[config.mk]
export PLATFORM = sky130hd
export DESIGN_NAME = rpiso_top
export DESIGN_NICKNAME = d
export VERILOG_FILES = /design/src/rpiso_pkg.sv /design/src/rpiso_top.sv
export SDC_FILE = /design/constraint.sdc
export NUM_CORES = 2
export LEC_CHECK = 0
export ABC_AREA = 1
export BUFFER_PORTS_ARGS = -buffer_cell sky130_fd_sc_hd__buf_2
export CAP_MARGIN = 5
export CORE_MARGIN = 2
export CORE_UTILIZATION = 55
export DETAILED_ROUTE_END_ITERATION = 16
export GPL_TIMING_DRIVEN = 0
export PLACE_DENSITY_LB_ADDON = 0.3
export RECOVER_POWER = 100
export SLEW_MARGIN = 20
export SYNTH_ARGS = -nofsm -noshare
export SYNTH_HDL_FRONTEND = slang
export SYNTH_SLANG_ARGS = --single-unit
[constraint.sdc]
create_clock -name pclk -period 7.2 [get_ports pclk]
set_clock_uncertainty 0.2 [all_clocks]
set_input_delay 0.72 -clock pclk [delete_from_list [all_inputs] [get_ports pclk]]
set_output_delay 0.72 -clock pclk [all_outputs]
set_load 0.01 [all_outputs]
[src/rpiso_pkg.sv]
// rpiso_pkg: constants, types and register map for root port isolation
// assumes: apb slave at 40 MHz pclk, one clock domain
package rpiso_pkg;
	localparam int TAG_W = 4;
	localparam int NTAG = 16;
	localparam int TMR_W = 32;
	localparam int CLK_MHZ = 40;
	localparam int TIMEOUT_US = 50;
	localparam logic [TMR_W-1:0] TIMEOUT_CYC_DEF =
		TMR_W'(TIMEOUT_US * CLK_MHZ);
	localparam logic [7:0] OFF_CTRL = 8'h00;
	localparam logic [7:0] OFF_STAT = 8'h04;
	localparam logic [7:0] OFF_IEN = 8'h08;
	localparam logic [7:0] OFF_ICLR = 8'h0c;
	localparam logic [7:0] OFF_TMO = 8'h10;
	localparam logic [7:0] OFF_PEND = 8'h14;
	// control bits, per protocol p: base p*8
	localparam int C_TMO_EN = 0;
	localparam int C_ISO_EN = 1;
	localparam int C_TRIG_TMO = 2;
	localparam int C_LDN_EN = 3;
	localparam int C_MSI_EN = 4;
	localparam int C_ERR_EN = 5;
	localparam int C_CLR = 6;
	localparam int P_STRIDE = 8;
	// status bits per protocol p: base p*8
	localparam int S_TMO = 0;
	localparam int S_ISO = 1;
	localparam int S_BY_TMO = 2;
	localparam int S_BY_LDN = 3;
	localparam logic [31:0] CTRL_RST = 32'h0000_0000;
	localparam int P_MEM = 0;
	localparam int P_CACHE = 1;
	localparam logic [31:0] POISON_DATA = 32'hdead_beef;
	typedef struct packed {
		logic valid;
		logic [TAG_W-1:0] tag;
		logic is_read;
		logic [31:0] addr;
		logic [31:0] data;
	} rpiso_req_t;
	typedef struct packed {
		logic valid;
		logic [TAG_W-1:0] tag;
		logic poison;
		logic has_data;
		logic [31:0] data;
	} rpiso_rsp_t;
	typedef enum logic [1:0] {
		ST_RUN = 2'b01,
		ST_ISO = 2'b10
	} rpiso_state_t;
endpackage : rpiso_pkg

[src/rpiso_top.sv]
// rpiso_top: timeout tracking and isolation for memory and cache protocols
// assumes: host requests and link responses synchronous to pclk;
// link_down is a level from the link layer
//
// The placing of the registers and register access over APB are this design's own decisions.
`timescale 1ns/10ps

// Notes on behaviour
// - While a protocol is isolated its traffic is not passed to the link.
// - Once isolated, pending and later requests get locally made answers.
// - With cache isolation enabled, link down always isolates cache.
// - With memory isolation enabled, link down always isolates memory.
// - A cache timeout isolates cache when software allows it.
// - A memory timeout isolates memory when software allows it.
// - Timeout and isolation reset disabled and are enabled per protocol.
// - An option forces the link down when a protocol enters isolation.
// - Entering isolation sends an interrupt or error message as enabled.
// - Status shows per protocol timeout, isolation and its cause.
// - Isolated memory reads are answered with poisoned data.
// - Isolated memory non-reads get a no-data completion.
// - Isolated writes and invalidates complete locally, data dropped.
// - Memory and cache isolation work independently.
// - Every outstanding host request is tracked for timeout and cleanup.
module rpiso_proto (
	input wire logic pclk,
	input wire logic presetn,
	input wire logic ce,
	input wire logic tmo_en,
	input wire logic iso_en,
	input wire logic trig_tmo,
	input wire logic sw_clr,
	input wire logic link_down,
	input wire logic [rpiso_pkg::TMR_W-1:0] tmo_limit,
	input wire rpiso_pkg::rpiso_req_t host_req,
	output logic host_req_ready,
	output rpiso_pkg::rpiso_req_t link_req,
	input wire logic link_req_ready,
	input wire rpiso_pkg::rpiso_rsp_t link_rsp,
	output rpiso_pkg::rpiso_rsp_t host_rsp,
	output logic isolated,
	output logic iso_enter,
	output logic tmo_seen,
	output logic by_tmo,
	output logic by_ldn,
	output logic [rpiso_pkg::NTAG-1:0] pend
);
	localparam int NT = rpiso_pkg::NTAG;
	localparam int TW = rpiso_pkg::TAG_W;
	rpiso_pkg::rpiso_state_t state_reg, state_next;
	logic [NT-1:0] pend_reg, pend_next, rd_reg;
	logic [rpiso_pkg::TMR_W-1:0] age_reg [NT];
	rpiso_pkg::rpiso_rsp_t rsp_reg, rsp_next;
	logic tmo_reg, by_tmo_reg, by_ldn_reg;
	logic [NT-1:0] expired;
	logic any_tmo, trig, iso, fwd, new_local, iso_exit;
	logic [TW-1:0] flush_tag;
	logic flush_hit;

	// ===========================================================
	// forwarding and local answers
	assign iso = (state_reg == rpiso_pkg::ST_ISO);
	// forward only when not isolated
	assign fwd = host_req.valid && !iso && !pend_reg[host_req.tag];
	assign new_local = host_req.valid && iso;
	assign host_req_ready = iso || (link_req_ready && !pend_reg[host_req.tag]);
	always_comb begin
		link_req = host_req;
		link_req.valid = fwd;
	end

	// ===========================================================
	// per-tag age counters
	// they run with timeouts off, so enabling late may expire an old tag
	for (genvar i = 0; i < NT; i++) begin : g_age
		assign expired[i] = tmo_en && pend_reg[i] &&
			(age_reg[i] >= tmo_limit);
		always_ff @(posedge pclk or negedge presetn) begin
			if (!presetn) begin
				age_reg[i] <= '0;
			end else if (ce) begin
				if (fwd && link_req_ready && host_req.tag == TW'(i))
					age_reg[i] <= '0;
				else if (pend_reg[i] && !expired[i])
					age_reg[i] <= age_reg[i] + 1'b1;
			end
		end
	end
	assign any_tmo = |expired;
	// with isolation enabled link down always wins, timeout only when allowed
	assign trig = iso_en &&
		(link_down || (trig_tmo && any_tmo));
	assign iso_enter = !iso && trig;

	// ===========================================================
	// flush pick
	// lowest pending tag flushed one per cycle during isolation
	always_comb begin
		flush_tag = '0;
		flush_hit = 1'b0;
		for (int i = NT - 1; i >= 0; i--) begin
			if (pend_reg[i]) begin
				flush_tag = TW'(i);
				flush_hit = 1'b1;
			end
		end
	end

	// ===========================================================
	// isolation state machine
	always_comb begin
		state_next = state_reg;
		pend_next = pend_reg;
		rsp_next = '0;
		case (state_reg)
			rpiso_pkg::ST_RUN: begin
				if (trig)
					state_next = rpiso_pkg::ST_ISO;
				if (link_rsp.valid) begin
					pend_next[link_rsp.tag] = 1'b0;
					rsp_next = link_rsp;
				end
				if (fwd && link_req_ready)
					pend_next[host_req.tag] = 1'b1;
			end
			rpiso_pkg::ST_ISO: begin
				// link responses dropped; new requests answered first
				if (new_local) begin
					rsp_next.valid = 1'b1;
					rsp_next.tag = host_req.tag;
					rsp_next.poison = host_req.is_read;
					rsp_next.has_data = host_req.is_read;
					rsp_next.data = host_req.is_read ?
						rpiso_pkg::POISON_DATA : '0;
				end else if (flush_hit) begin
					pend_next[flush_tag] = 1'b0;
					rsp_next.valid = 1'b1;
					rsp_next.tag = flush_tag;
					rsp_next.poison = rd_reg[flush_tag];
					rsp_next.has_data = rd_reg[flush_tag];
					rsp_next.data = rd_reg[flush_tag] ?
						rpiso_pkg::POISON_DATA : '0;
				end
				if (sw_clr && !flush_hit && !trig)
					state_next = rpiso_pkg::ST_RUN;
			end
			default: state_next = rpiso_pkg::ST_RUN;
		endcase
	end

	always_ff @(posedge pclk or negedge presetn) begin
		if (!presetn) begin
			state_reg <= rpiso_pkg::ST_RUN;
			pend_reg <= '0;
			rd_reg <= '0;
			rsp_reg <= '0;
		end else if (ce) begin
			state_reg <= state_next;
			pend_reg <= pend_next;
			rsp_reg <= rsp_next;
			if (fwd && link_req_ready)
				rd_reg[host_req.tag] <= host_req.is_read;
		end
	end

	// ===========================================================
	// status
	// the clear that ends isolation also drops the cause bits
	assign iso_exit = iso && (state_next == rpiso_pkg::ST_RUN);
	// sticky status: set wins over clear
	always_ff @(posedge pclk or negedge presetn) begin
		if (!presetn) begin
			tmo_reg <= 1'b0;
			by_tmo_reg <= 1'b0;
			by_ldn_reg <= 1'b0;
		end else if (ce) begin
			if (any_tmo)
				tmo_reg <= 1'b1;
			else if (sw_clr)
				tmo_reg <= 1'b0;
			if (iso_enter) begin
				by_ldn_reg <= link_down;
				by_tmo_reg <= !link_down;
			end else if ((sw_clr && !iso) || iso_exit) begin
				by_ldn_reg <= 1'b0;
				by_tmo_reg <= 1'b0;
			end
		end
	end
	assign host_rsp = rsp_reg;
	assign isolated = iso;
	assign tmo_seen = tmo_reg;
	assign by_tmo = by_tmo_reg;
	assign by_ldn = by_ldn_reg;
	assign pend = pend_reg;
endmodule : rpiso_proto

module rpiso_top (
	input wire logic pclk,
	input wire logic presetn,
	input wire logic ce,
	input wire logic psel,
	input wire logic penable,
	input wire logic pwrite,
	input wire logic [7:0] paddr,
	input wire logic [31:0] pwdata,
	output logic [31:0] prdata,
	output logic pready,
	output logic pslverr,
	input wire logic link_down,
	output logic force_link_down,
	input wire rpiso_pkg::rpiso_req_t mem_host_req,
	output logic mem_host_req_ready,
	output rpiso_pkg::rpiso_req_t mem_link_req,
	input wire logic mem_link_req_ready,
	input wire rpiso_pkg::rpiso_rsp_t mem_link_rsp,
	output rpiso_pkg::rpiso_rsp_t mem_host_rsp,
	input wire rpiso_pkg::rpiso_req_t cache_host_req,
	output logic cache_host_req_ready,
	output rpiso_pkg::rpiso_req_t cache_link_req,
	input wire logic cache_link_req_ready,
	input wire rpiso_pkg::rpiso_rsp_t cache_link_rsp,
	output rpiso_pkg::rpiso_rsp_t cache_host_rsp,
	output logic msi_req,
	output logic err_cor_req,
	output logic irq
);
	localparam int PS = rpiso_pkg::P_STRIDE;
	logic [31:0] ctrl_reg, ien_reg, tmo_reg;
	logic [31:0] stat_sticky_reg, stat_word, ev_word;
	logic msi_reg, err_reg;
	logic wr, rd, hit_ctrl, hit_stat, hit_ien, hit_iclr, hit_tmo, hit_pend;
	logic mapped;
	logic [1:0] iso, enter, tmo_s, btmo, bldn, clr;
	logic [rpiso_pkg::NTAG-1:0] pend_m, pend_c;
	logic [1:0] tmo_d_reg;

	// ===========================================================
	// apb decode, zero wait states
	assign wr = psel && penable && pwrite && ce;
	assign rd = psel && !pwrite;
	assign hit_ctrl = paddr == rpiso_pkg::OFF_CTRL;
	assign hit_stat = paddr == rpiso_pkg::OFF_STAT;
	assign hit_ien = paddr == rpiso_pkg::OFF_IEN;
	assign hit_iclr = paddr == rpiso_pkg::OFF_ICLR;
	assign hit_tmo = paddr == rpiso_pkg::OFF_TMO;
	assign hit_pend = paddr == rpiso_pkg::OFF_PEND;
	assign mapped = hit_ctrl | hit_stat | hit_ien | hit_iclr | hit_tmo |
		hit_pend;
	assign pready = 1'b1;
	assign pslverr = psel && penable && !mapped;
	// clear strobe per protocol: ctrl clear bit acts on the write only, yet stays stored in ctrl_reg
	assign clr[0] = wr && hit_ctrl && pwdata[rpiso_pkg::C_CLR];
	assign clr[1] = wr && hit_ctrl && pwdata[PS + rpiso_pkg::C_CLR];

	always_ff @(posedge pclk or negedge presetn) begin
		if (!presetn) begin
			ctrl_reg <= rpiso_pkg::CTRL_RST;
			ien_reg <= '0;
			tmo_reg <= rpiso_pkg::TIMEOUT_CYC_DEF;
		end else if (wr) begin
			if (hit_ctrl)
				ctrl_reg <= pwdata;
			if (hit_ien)
				ien_reg <= pwdata;
			if (hit_tmo)
				tmo_reg <= pwdata;
		end
	end

	// ===========================================================
	// the two protocols, separate except for the shared link_down and timeout limit
	rpiso_proto u_mem (
		.pclk(pclk), .presetn(presetn), .ce(ce),
		.tmo_en(ctrl_reg[rpiso_pkg::C_TMO_EN]),
		.iso_en(ctrl_reg[rpiso_pkg::C_ISO_EN]),
		.trig_tmo(ctrl_reg[rpiso_pkg::C_TRIG_TMO]),
		.sw_clr(clr[0]), .link_down(link_down), .tmo_limit(tmo_reg),
		.host_req(mem_host_req), .host_req_ready(mem_host_req_ready),
		.link_req(mem_link_req), .link_req_ready(mem_link_req_ready),
		.link_rsp(mem_link_rsp), .host_rsp(mem_host_rsp),
		.isolated(iso[0]), .iso_enter(enter[0]), .tmo_seen(tmo_s[0]),
		.by_tmo(btmo[0]), .by_ldn(bldn[0]), .pend(pend_m)
	);
	rpiso_proto u_cache (
		.pclk(pclk), .presetn(presetn), .ce(ce),
		.tmo_en(ctrl_reg[PS + rpiso_pkg::C_TMO_EN]),
		.iso_en(ctrl_reg[PS + rpiso_pkg::C_ISO_EN]),
		.trig_tmo(ctrl_reg[PS + rpiso_pkg::C_TRIG_TMO]),
		.sw_clr(clr[1]), .link_down(link_down), .tmo_limit(tmo_reg),
		.host_req(cache_host_req), .host_req_ready(cache_host_req_ready),
		.link_req(cache_link_req), .link_req_ready(cache_link_req_ready),
		.link_rsp(cache_link_rsp), .host_rsp(cache_host_rsp),
		.isolated(iso[1]), .iso_enter(enter[1]), .tmo_seen(tmo_s[1]),
		.by_tmo(btmo[1]), .by_ldn(bldn[1]), .pend(pend_c)
	);

	// ===========================================================
	// status and interrupts
	always_comb begin
		stat_word = '0;
		ev_word = '0;
		for (int p = 0; p < 2; p++) begin
			stat_word[p*PS + rpiso_pkg::S_TMO] = tmo_s[p];
			stat_word[p*PS + rpiso_pkg::S_ISO] = iso[p];
			stat_word[p*PS + rpiso_pkg::S_BY_TMO] = btmo[p];
			stat_word[p*PS + rpiso_pkg::S_BY_LDN] = bldn[p];
			ev_word[p*PS + rpiso_pkg::S_ISO] = enter[p];
			ev_word[p*PS + rpiso_pkg::S_TMO] = tmo_s[p] && !tmo_d_reg[p];
		end
	end
	// timeout event is the rising edge of the seen flag
	// a level would refill the sticky bit after every clear
	always_ff @(posedge pclk or negedge presetn) begin
		if (!presetn)
			tmo_d_reg <= '0;
		else if (ce)
			tmo_d_reg <= tmo_s;
	end
	// sticky event bits, set wins over clear
	always_ff @(posedge pclk or negedge presetn) begin
		if (!presetn)
			stat_sticky_reg <= '0;
		else if (ce)
			stat_sticky_reg <= ev_word |
				(stat_sticky_reg & ~((wr && hit_iclr) ? pwdata : '0));
	end
	assign irq = |(stat_sticky_reg & ien_reg);

	// one-cycle message requests on entry
	always_ff @(posedge pclk or negedge presetn) begin
		if (!presetn) begin
			msi_reg <= 1'b0;
			err_reg <= 1'b0;
		end else if (ce) begin
			msi_reg <= (enter[0] && ctrl_reg[rpiso_pkg::C_MSI_EN]) ||
				(enter[1] && ctrl_reg[PS + rpiso_pkg::C_MSI_EN]);
			err_reg <= (enter[0] && ctrl_reg[rpiso_pkg::C_ERR_EN]) ||
				(enter[1] && ctrl_reg[PS + rpiso_pkg::C_ERR_EN]);
		end
	end
	assign msi_req = msi_reg;
	assign err_cor_req = err_reg;
	// held while the protocol stays isolated
	assign force_link_down = (iso[0] && ctrl_reg[rpiso_pkg::C_LDN_EN]) ||
		(iso[1] && ctrl_reg[PS + rpiso_pkg::C_LDN_EN]);

	assign prdata = !rd ? '0 :
		hit_ctrl ? ctrl_reg :
		hit_stat ? stat_word :
		hit_ien ? ien_reg :
		hit_tmo ? tmo_reg :
		hit_pend ? {pend_c, pend_m} :
		hit_iclr ? stat_sticky_reg : '0;
endmodule : rpiso_top

* Word level (Yosys, flattened, before mapping)
Index checks and enable logic that the tools add are counted.
** Word-level totals
- Logic and storage cells :: 715
- Input port bits :: 267
- Output and inout port bits :: 258
- Register bits :: 1308
** Cells by class
- Bitwise logic cells :: 19
- Reduce and logical (&&, ||, !) cells :: 316
- Add/subtract/negate cells :: 32
- Mux-type cells :: 198
- Equal/unequal tests :: 45
- $lt $le $gt $ge :: 44
** Operators by type and width (number)
- 2-to-1 mux 32 bit :: 76
- adder 32 x 1 -> 32 bit (second input constant) :: 32
- >= comparator 32 bit :: 32
- 2-to-1 mux 39 bit :: 6
- logical AND 1 bit :: 175
- 2-to-1 mux 16 bit :: 10
- one-hot mux 39 bit (2 select lines) :: 2
- 2-to-1 mux 4 bit :: 32
- AND reduction 2 bit :: 41
- nonzero test 2 bit :: 38
- bitwise AND 16 bit :: 4
- bitwise AND 32 bit :: 2
- equality test 4 bit (second input constant) :: 16
- inverter 16 bit :: 4
- one-hot mux 16 bit (2 select lines) :: 2
- 2-to-1 mux 1 bit :: 52
- logical NOT 1 bit :: 45
- bitwise mux 16 bit :: 2
- equality test 4 x 3 -> 1 bit (second input constant) :: 8
- inverter 32 bit :: 1
- OR 10 x 32 -> 32 bit :: 1
- OR 16 bit :: 2
- OR reduction 16 bit :: 2
- OR reduction 32 bit :: 1
- 19 further kinds :: 68

* Depth between registers and ports, before layout
- Depth after elaboration :: 26
- Mapped depth :: 26

* Modules after synthesis
Synthesis repeated with hierarchy kept, for this count alone.
** Second synthesis, totals
- Cells, all modules :: 13649
- Area total of the unflattened synthesis :: 99640.6 um^2
** By module, submodules not included
- rpiso_proto at u_mem :: cells each 6433, seq. area each 14715.4 um^2, area an instance 46697.3 um^2, times used 1
- rpiso_proto at u_cache :: cells each 6305, seq. area each 14715.4 um^2, area an instance 46103.0 um^2, times used 1
- rpiso_top :: cells each 911, seq. area each 3310.7 um^2, area an instance 6840.3 um^2, times used 1

* Worst setup path after synthesis
Ideal clock, no wire load.
- Path type :: input -> output
- From :: input paddr[7]
- To :: output prdata[18]
- Data arrival time :: 2566 ps
- Setup slack :: 3714 ps
- Stages on the path :: 13
- Cell sequence :: nor2_1 -> inv_1 -> nor3_1 -> inv_1 -> nor2_1 -> inv_1 -> nor2_1 -> inv_1 -> nor2_1 -> clkinv_1 -> nor3_1 -> o311ai_0 -> a21oi_1
** On the way
- Word-level cells in the longest chain between the ends :: 8
- Elaborated cells between the ends (all ways) :: 13
** RTL lines
- from (decl) :: RTL line rpiso_top.sv:204 : input wire logic [7:0] paddr,
- equality test 8 x 4 -> 1 bit :: RTL line rpiso_top.sv:244 : assign hit_iclr = paddr == rpiso_pkg::OFF_ICLR;
- 2-to-1 mux 32 bit :: RTL line rpiso_top.sv:353 : hit_iclr ? stat_sticky_reg : '0;
- 2-to-1 mux 32 bit :: RTL line rpiso_top.sv:352 : hit_pend ? {pend_c, pend_m} :
- 2-to-1 mux 32 bit :: RTL line rpiso_top.sv:351 : hit_tmo ? tmo_reg :
- 2-to-1 mux 32 bit :: RTL line rpiso_top.sv:350 : hit_ien ? ien_reg :
- 2-to-1 mux 32 bit :: RTL line rpiso_top.sv:349 : hit_stat ? stat_word :
- 2-to-1 mux 32 bit (*) :: RTL line rpiso_top.sv:348 : hit_ctrl ? ctrl_reg :
- 2-to-1 mux 32 bit (*) :: RTL line rpiso_top.sv:347 : assign prdata = !rd ? '0 :
- to (decl) :: RTL line rpiso_top.sv:206 : output logic [31:0] prdata,
Every way passes the cells marked *; elsewhere a longest branch is shown, timed or not.

* Worst setup path in the final report
- From :: register u_cache.pend_reg[0], in the netlist u_cache.pend[0]
- To :: register u_cache.age_reg[7] in the netlist's numbering
** On the way
- Word-level cells in the longest chain between the ends :: 8
- Elaborated cells between the ends (all ways) :: 9
** RTL lines
- from (decl) :: RTL line rpiso_top.sv:50 : logic [NT-1:0] pend_reg, pend_next, rd_reg;
- from (signal assigned) :: RTL line rpiso_top.sv:158 : pend_reg <= pend_next;
- binary-select mux 1 bit (select 4 bit) (*) :: RTL line rpiso_top.sv:63 : assign fwd = host_req.valid && !iso && !pend_reg[host_req.tag];
- 2-to-1 mux 1 bit (implied by the code) (*) :: RTL line rpiso_top.sv:63
- logical NOT 1 bit (*) :: RTL line rpiso_top.sv:63
- logical AND 1 bit (*) :: RTL line rpiso_top.sv:63
- named net u_cache.fwd :: RTL line rpiso_top.sv:55 : logic any_tmo, trig, iso, fwd, new_local, iso_exit;
- logical AND 1 bit (*) (2 in a row) :: RTL line rpiso_top.sv:81 : if (fwd && link_req_ready && host_req.tag == TW'(i))
- nonzero test 2 bit (no line)
- AND reduction 2 bit (no line)
- to (signal, indexed assignment) :: RTL line rpiso_top.sv:84 : age_reg[i] <= age_reg[i] + 1'b1;
- to (decl) :: RTL line rpiso_top.sv:51 : logic [rpiso_pkg::TMR_W-1:0] age_reg [NT];
Mark *: on every way through the listed nets, which the timed path passes. The rest lies on a longest branch. The select of a mux whose other input is x is not followed.
A chain may end at the register's enable or synchronous reset.

==> results.md <==
* DP Wirelength at 249800 µm
* Routed length on met1 at 136900 µm
* Postcts setup bufs at 0
* Synth cell types at 63
* Avg WL per Cell at 20.74 µm
* Hold Slack at 0.005017 ns
* Status: complete, but fails checks
* Global Route Usage Sum at 37.04%
* Layout cells sized above 1 at 4.428%
* Via count at 98830
* Total gr overflow at 0
* Largest cells by area after synthesis: dfrtp_1, ha_1, nand2_1
* Routability cong. at 0.9971
* Mean Syn Cell Area at 7.259 µm²
* Final wirelength at 347500 µm
* WHS Path Cells at 3
* Sequential cell area at 0.03275 mm²
* DR vias/cell at 5.900
* Min cycle time layout at 6.378 ns
* CP Data Arrival Time at 6.89 ns
* Worst setup slack after layout at 0.8218 ns
* Leading area contributor after synthesis: dfrtp_1
* Highest metal used: met5
* Vias in the first global route at 93190
* Max-slew violations at 741
* WS Path Type: flop to flop
* CTS Sinks at 1308
* Post-synthesis async set-or-reset flop share at 100.0%
* DRT antenna net count at 0
* Startpoint type of the worst setup path: flop
* Die span in x at 428.1 µm
* Synth Register Bits at 1308
* Clock tree buffer depth at 3
* Worst EP required at 7.71 ns
* P_leak at 0.05209 µW
* Top FF cell, synth: dfrtp_1
* Maximum fanout along the worst path at 8
* First-pass GRT wire length at 531300 µm
* Worst slew pin tran at 3.293 ns
* Setup TNS at 0 ns
* Area growth, synth to finish at 11.29%
* Endpoints failing setup at 0
* Max_cap viols at 8
* RSZ-0062 raised after global routing: no
* Clock latency on the worst-skew pair at 0.86 ns
* Synth Instances at 13630
* Root buffer cell: clkbuf_16
* Min-delay worst type: primary input to flop
* Area of the multi-input gates at 0.05710 mm²
* Met3 wire len at 33600 µm
* Yosys Warn Count at 0
* Worst slack, placed at 2.027 ns
* Final worst path period share at 88.59%
* First-pass DRT Iterations at 7
* Most frequent cells after synthesis: nand2_1, inv_1, dfrtp_1, nor2_1, ha_1
* F_max at 156.8 MHz
* Max VDD drop at 0.2394 mV
* Total CTS buffers at 155
* Iter 0 DRT Violations at 10530
* Die Span Y at 428.1 µm
* Mapped Nets at 14960
* Row Count at 155
* Clock edge transition at the registers on the reported setup and hold paths at 0.06 ns
* CTS tree: built
* Top cell type's share of synthesized area at 32.88%
* Met2 WL post-DR at 149100 µm
* PwrDens at 262.3 mW/mm²
* Netlist Area Pre-Place at 0.09893 mm²
* Count leader, synth: nand2_1
* IO Count at 525
* IO buf count at 394
* Core area at 0.1786 mm²
* Register area share after synthesis at 33.10%
* Initial Utilization at 55.39%
* Post-synth EDFFs at 0
* Die area at 0.1833 mm²
* Worst reg-to-reg path cell count at 16
* Fillers at 16540
* Largest net degree at the start of global routing at 133
* R2r setup slk at 0.82 ns
* Max_slew headroom at -119.5%
* Failing checks: max-capacitance violations, max-slew violations
* Nets@finish at 15590
* H-tree depth at 4
* # DRC at 0
* Nature of the critical path endpoint: flop
* Initial antenna violation count at 19
* Hold Violations, Final at 0
==> final timing paths <==
check                                      from                  to
worst max-delay path            u_cache.pend[0]  u_cache.age_reg[7]
worst min-delay path                 pwdata[12]         tmo_reg[12]
worst max register to register  u_cache.pend[0]  u_cache.age_reg[7]
worst min register to register     tmo_d_reg[1]        tmo_d_reg[1]
max in group asynchronous               presetn  stat_sticky_reg[7]
min in group asynchronous               presetn  u_mem.age_reg[404]
==> where the power goes <==
group | internal (µW) | total (µW) | switching [µW]
clock network | 4820 | 8320 | 3500
registers | 8750 | 10500 | 1750
logic | 3530 | 10100 | 6520
==> metal layers <==
metal  vias up  global-route usage, %
li1      47080                      -
met1     46040                  46.62
met2      4578                  56.31
met3      1116                  8.662
met4        12                  25.71
met5         -                      0
==> placed cells by master (no fill, tap or decap), types with 155 or more instances in the layout <==
cell type  count
ha_1        1060
nand4_1      387
clkbuf_16    155
inv_1       1785
a21oi_1      859
nor2_1      1274
nor3_1       685
nand2_1     3072
nor4_1       294
o21ai_0      850
nand3_1      543
clkbuf_1     512
dfrtp_1     1299
xor2_1       340
==> cell families after synthesis <==
| group | Yosys count | synth area share [%] |
|---|---|---|
| XOR/XNOR | 383 | 3.391 |
| other | 1 | 0.003791 |
| buffers and inverters | 2215 | 9.012 |
| adder cells (fa/ha/maj) | 1060 | 13.41 |
| AND/OR/NAND/NOR | 6499 | 28.99 |
| AO/OA/AOI/OAI | 2163 | 12.10 |
| flip-flops | 1308 | 33.10 |
==> worst max-delay path, cell delays in order, from the launching register on <==
cell and delay, ns:
dfrtp_1 0.48, inv_1 0.49, o22ai_1 0.17, o21ai_0 0.20, nand2_1 0.16, nor4_1 0.78, nand2_2 0.25, inv_1 0.16
nand2_1 0.18, nor2_1 1.14, nand2_1 0.82, nand2_2 0.41, inv_1 0.16, nor3_1 0.28, nand2_1 0.11, o21ai_0 0.18
a21oi_1 0.06
==> layout make-up <==
type	instances	share of cell area (%)
diodes	12	0.02727
plain buffers	380	1.783
clock buffers	221	4.084
clock inverters	58	0.6830
inverters	1835	6.349
multi-input cells	10110	51.86
flip-flops and latches	1308	29.74
well taps	2355	2.676
repair buffers	477	2.800
==> per-stage QoR <==
stage,area [µm²],total power (µW),cells,util (%)
floorplan,98930,17200,13630,-
global placement,103900,20060,16380,58.14
detailed placement,105200,20380,16420,58.90
CTS,110800,28720,16740,62.05
global route,110100,30830,16750,61.63
finish,110100,28880,16750,61.64
==> repair_timing <==
action,4_1_cts,5_1_grt
hold endpoints to repair,124,0
setup endpoints to repair,0,0
hold buffers,37,0
resized for setup,0,0
(Power assumes the default switching activity.)
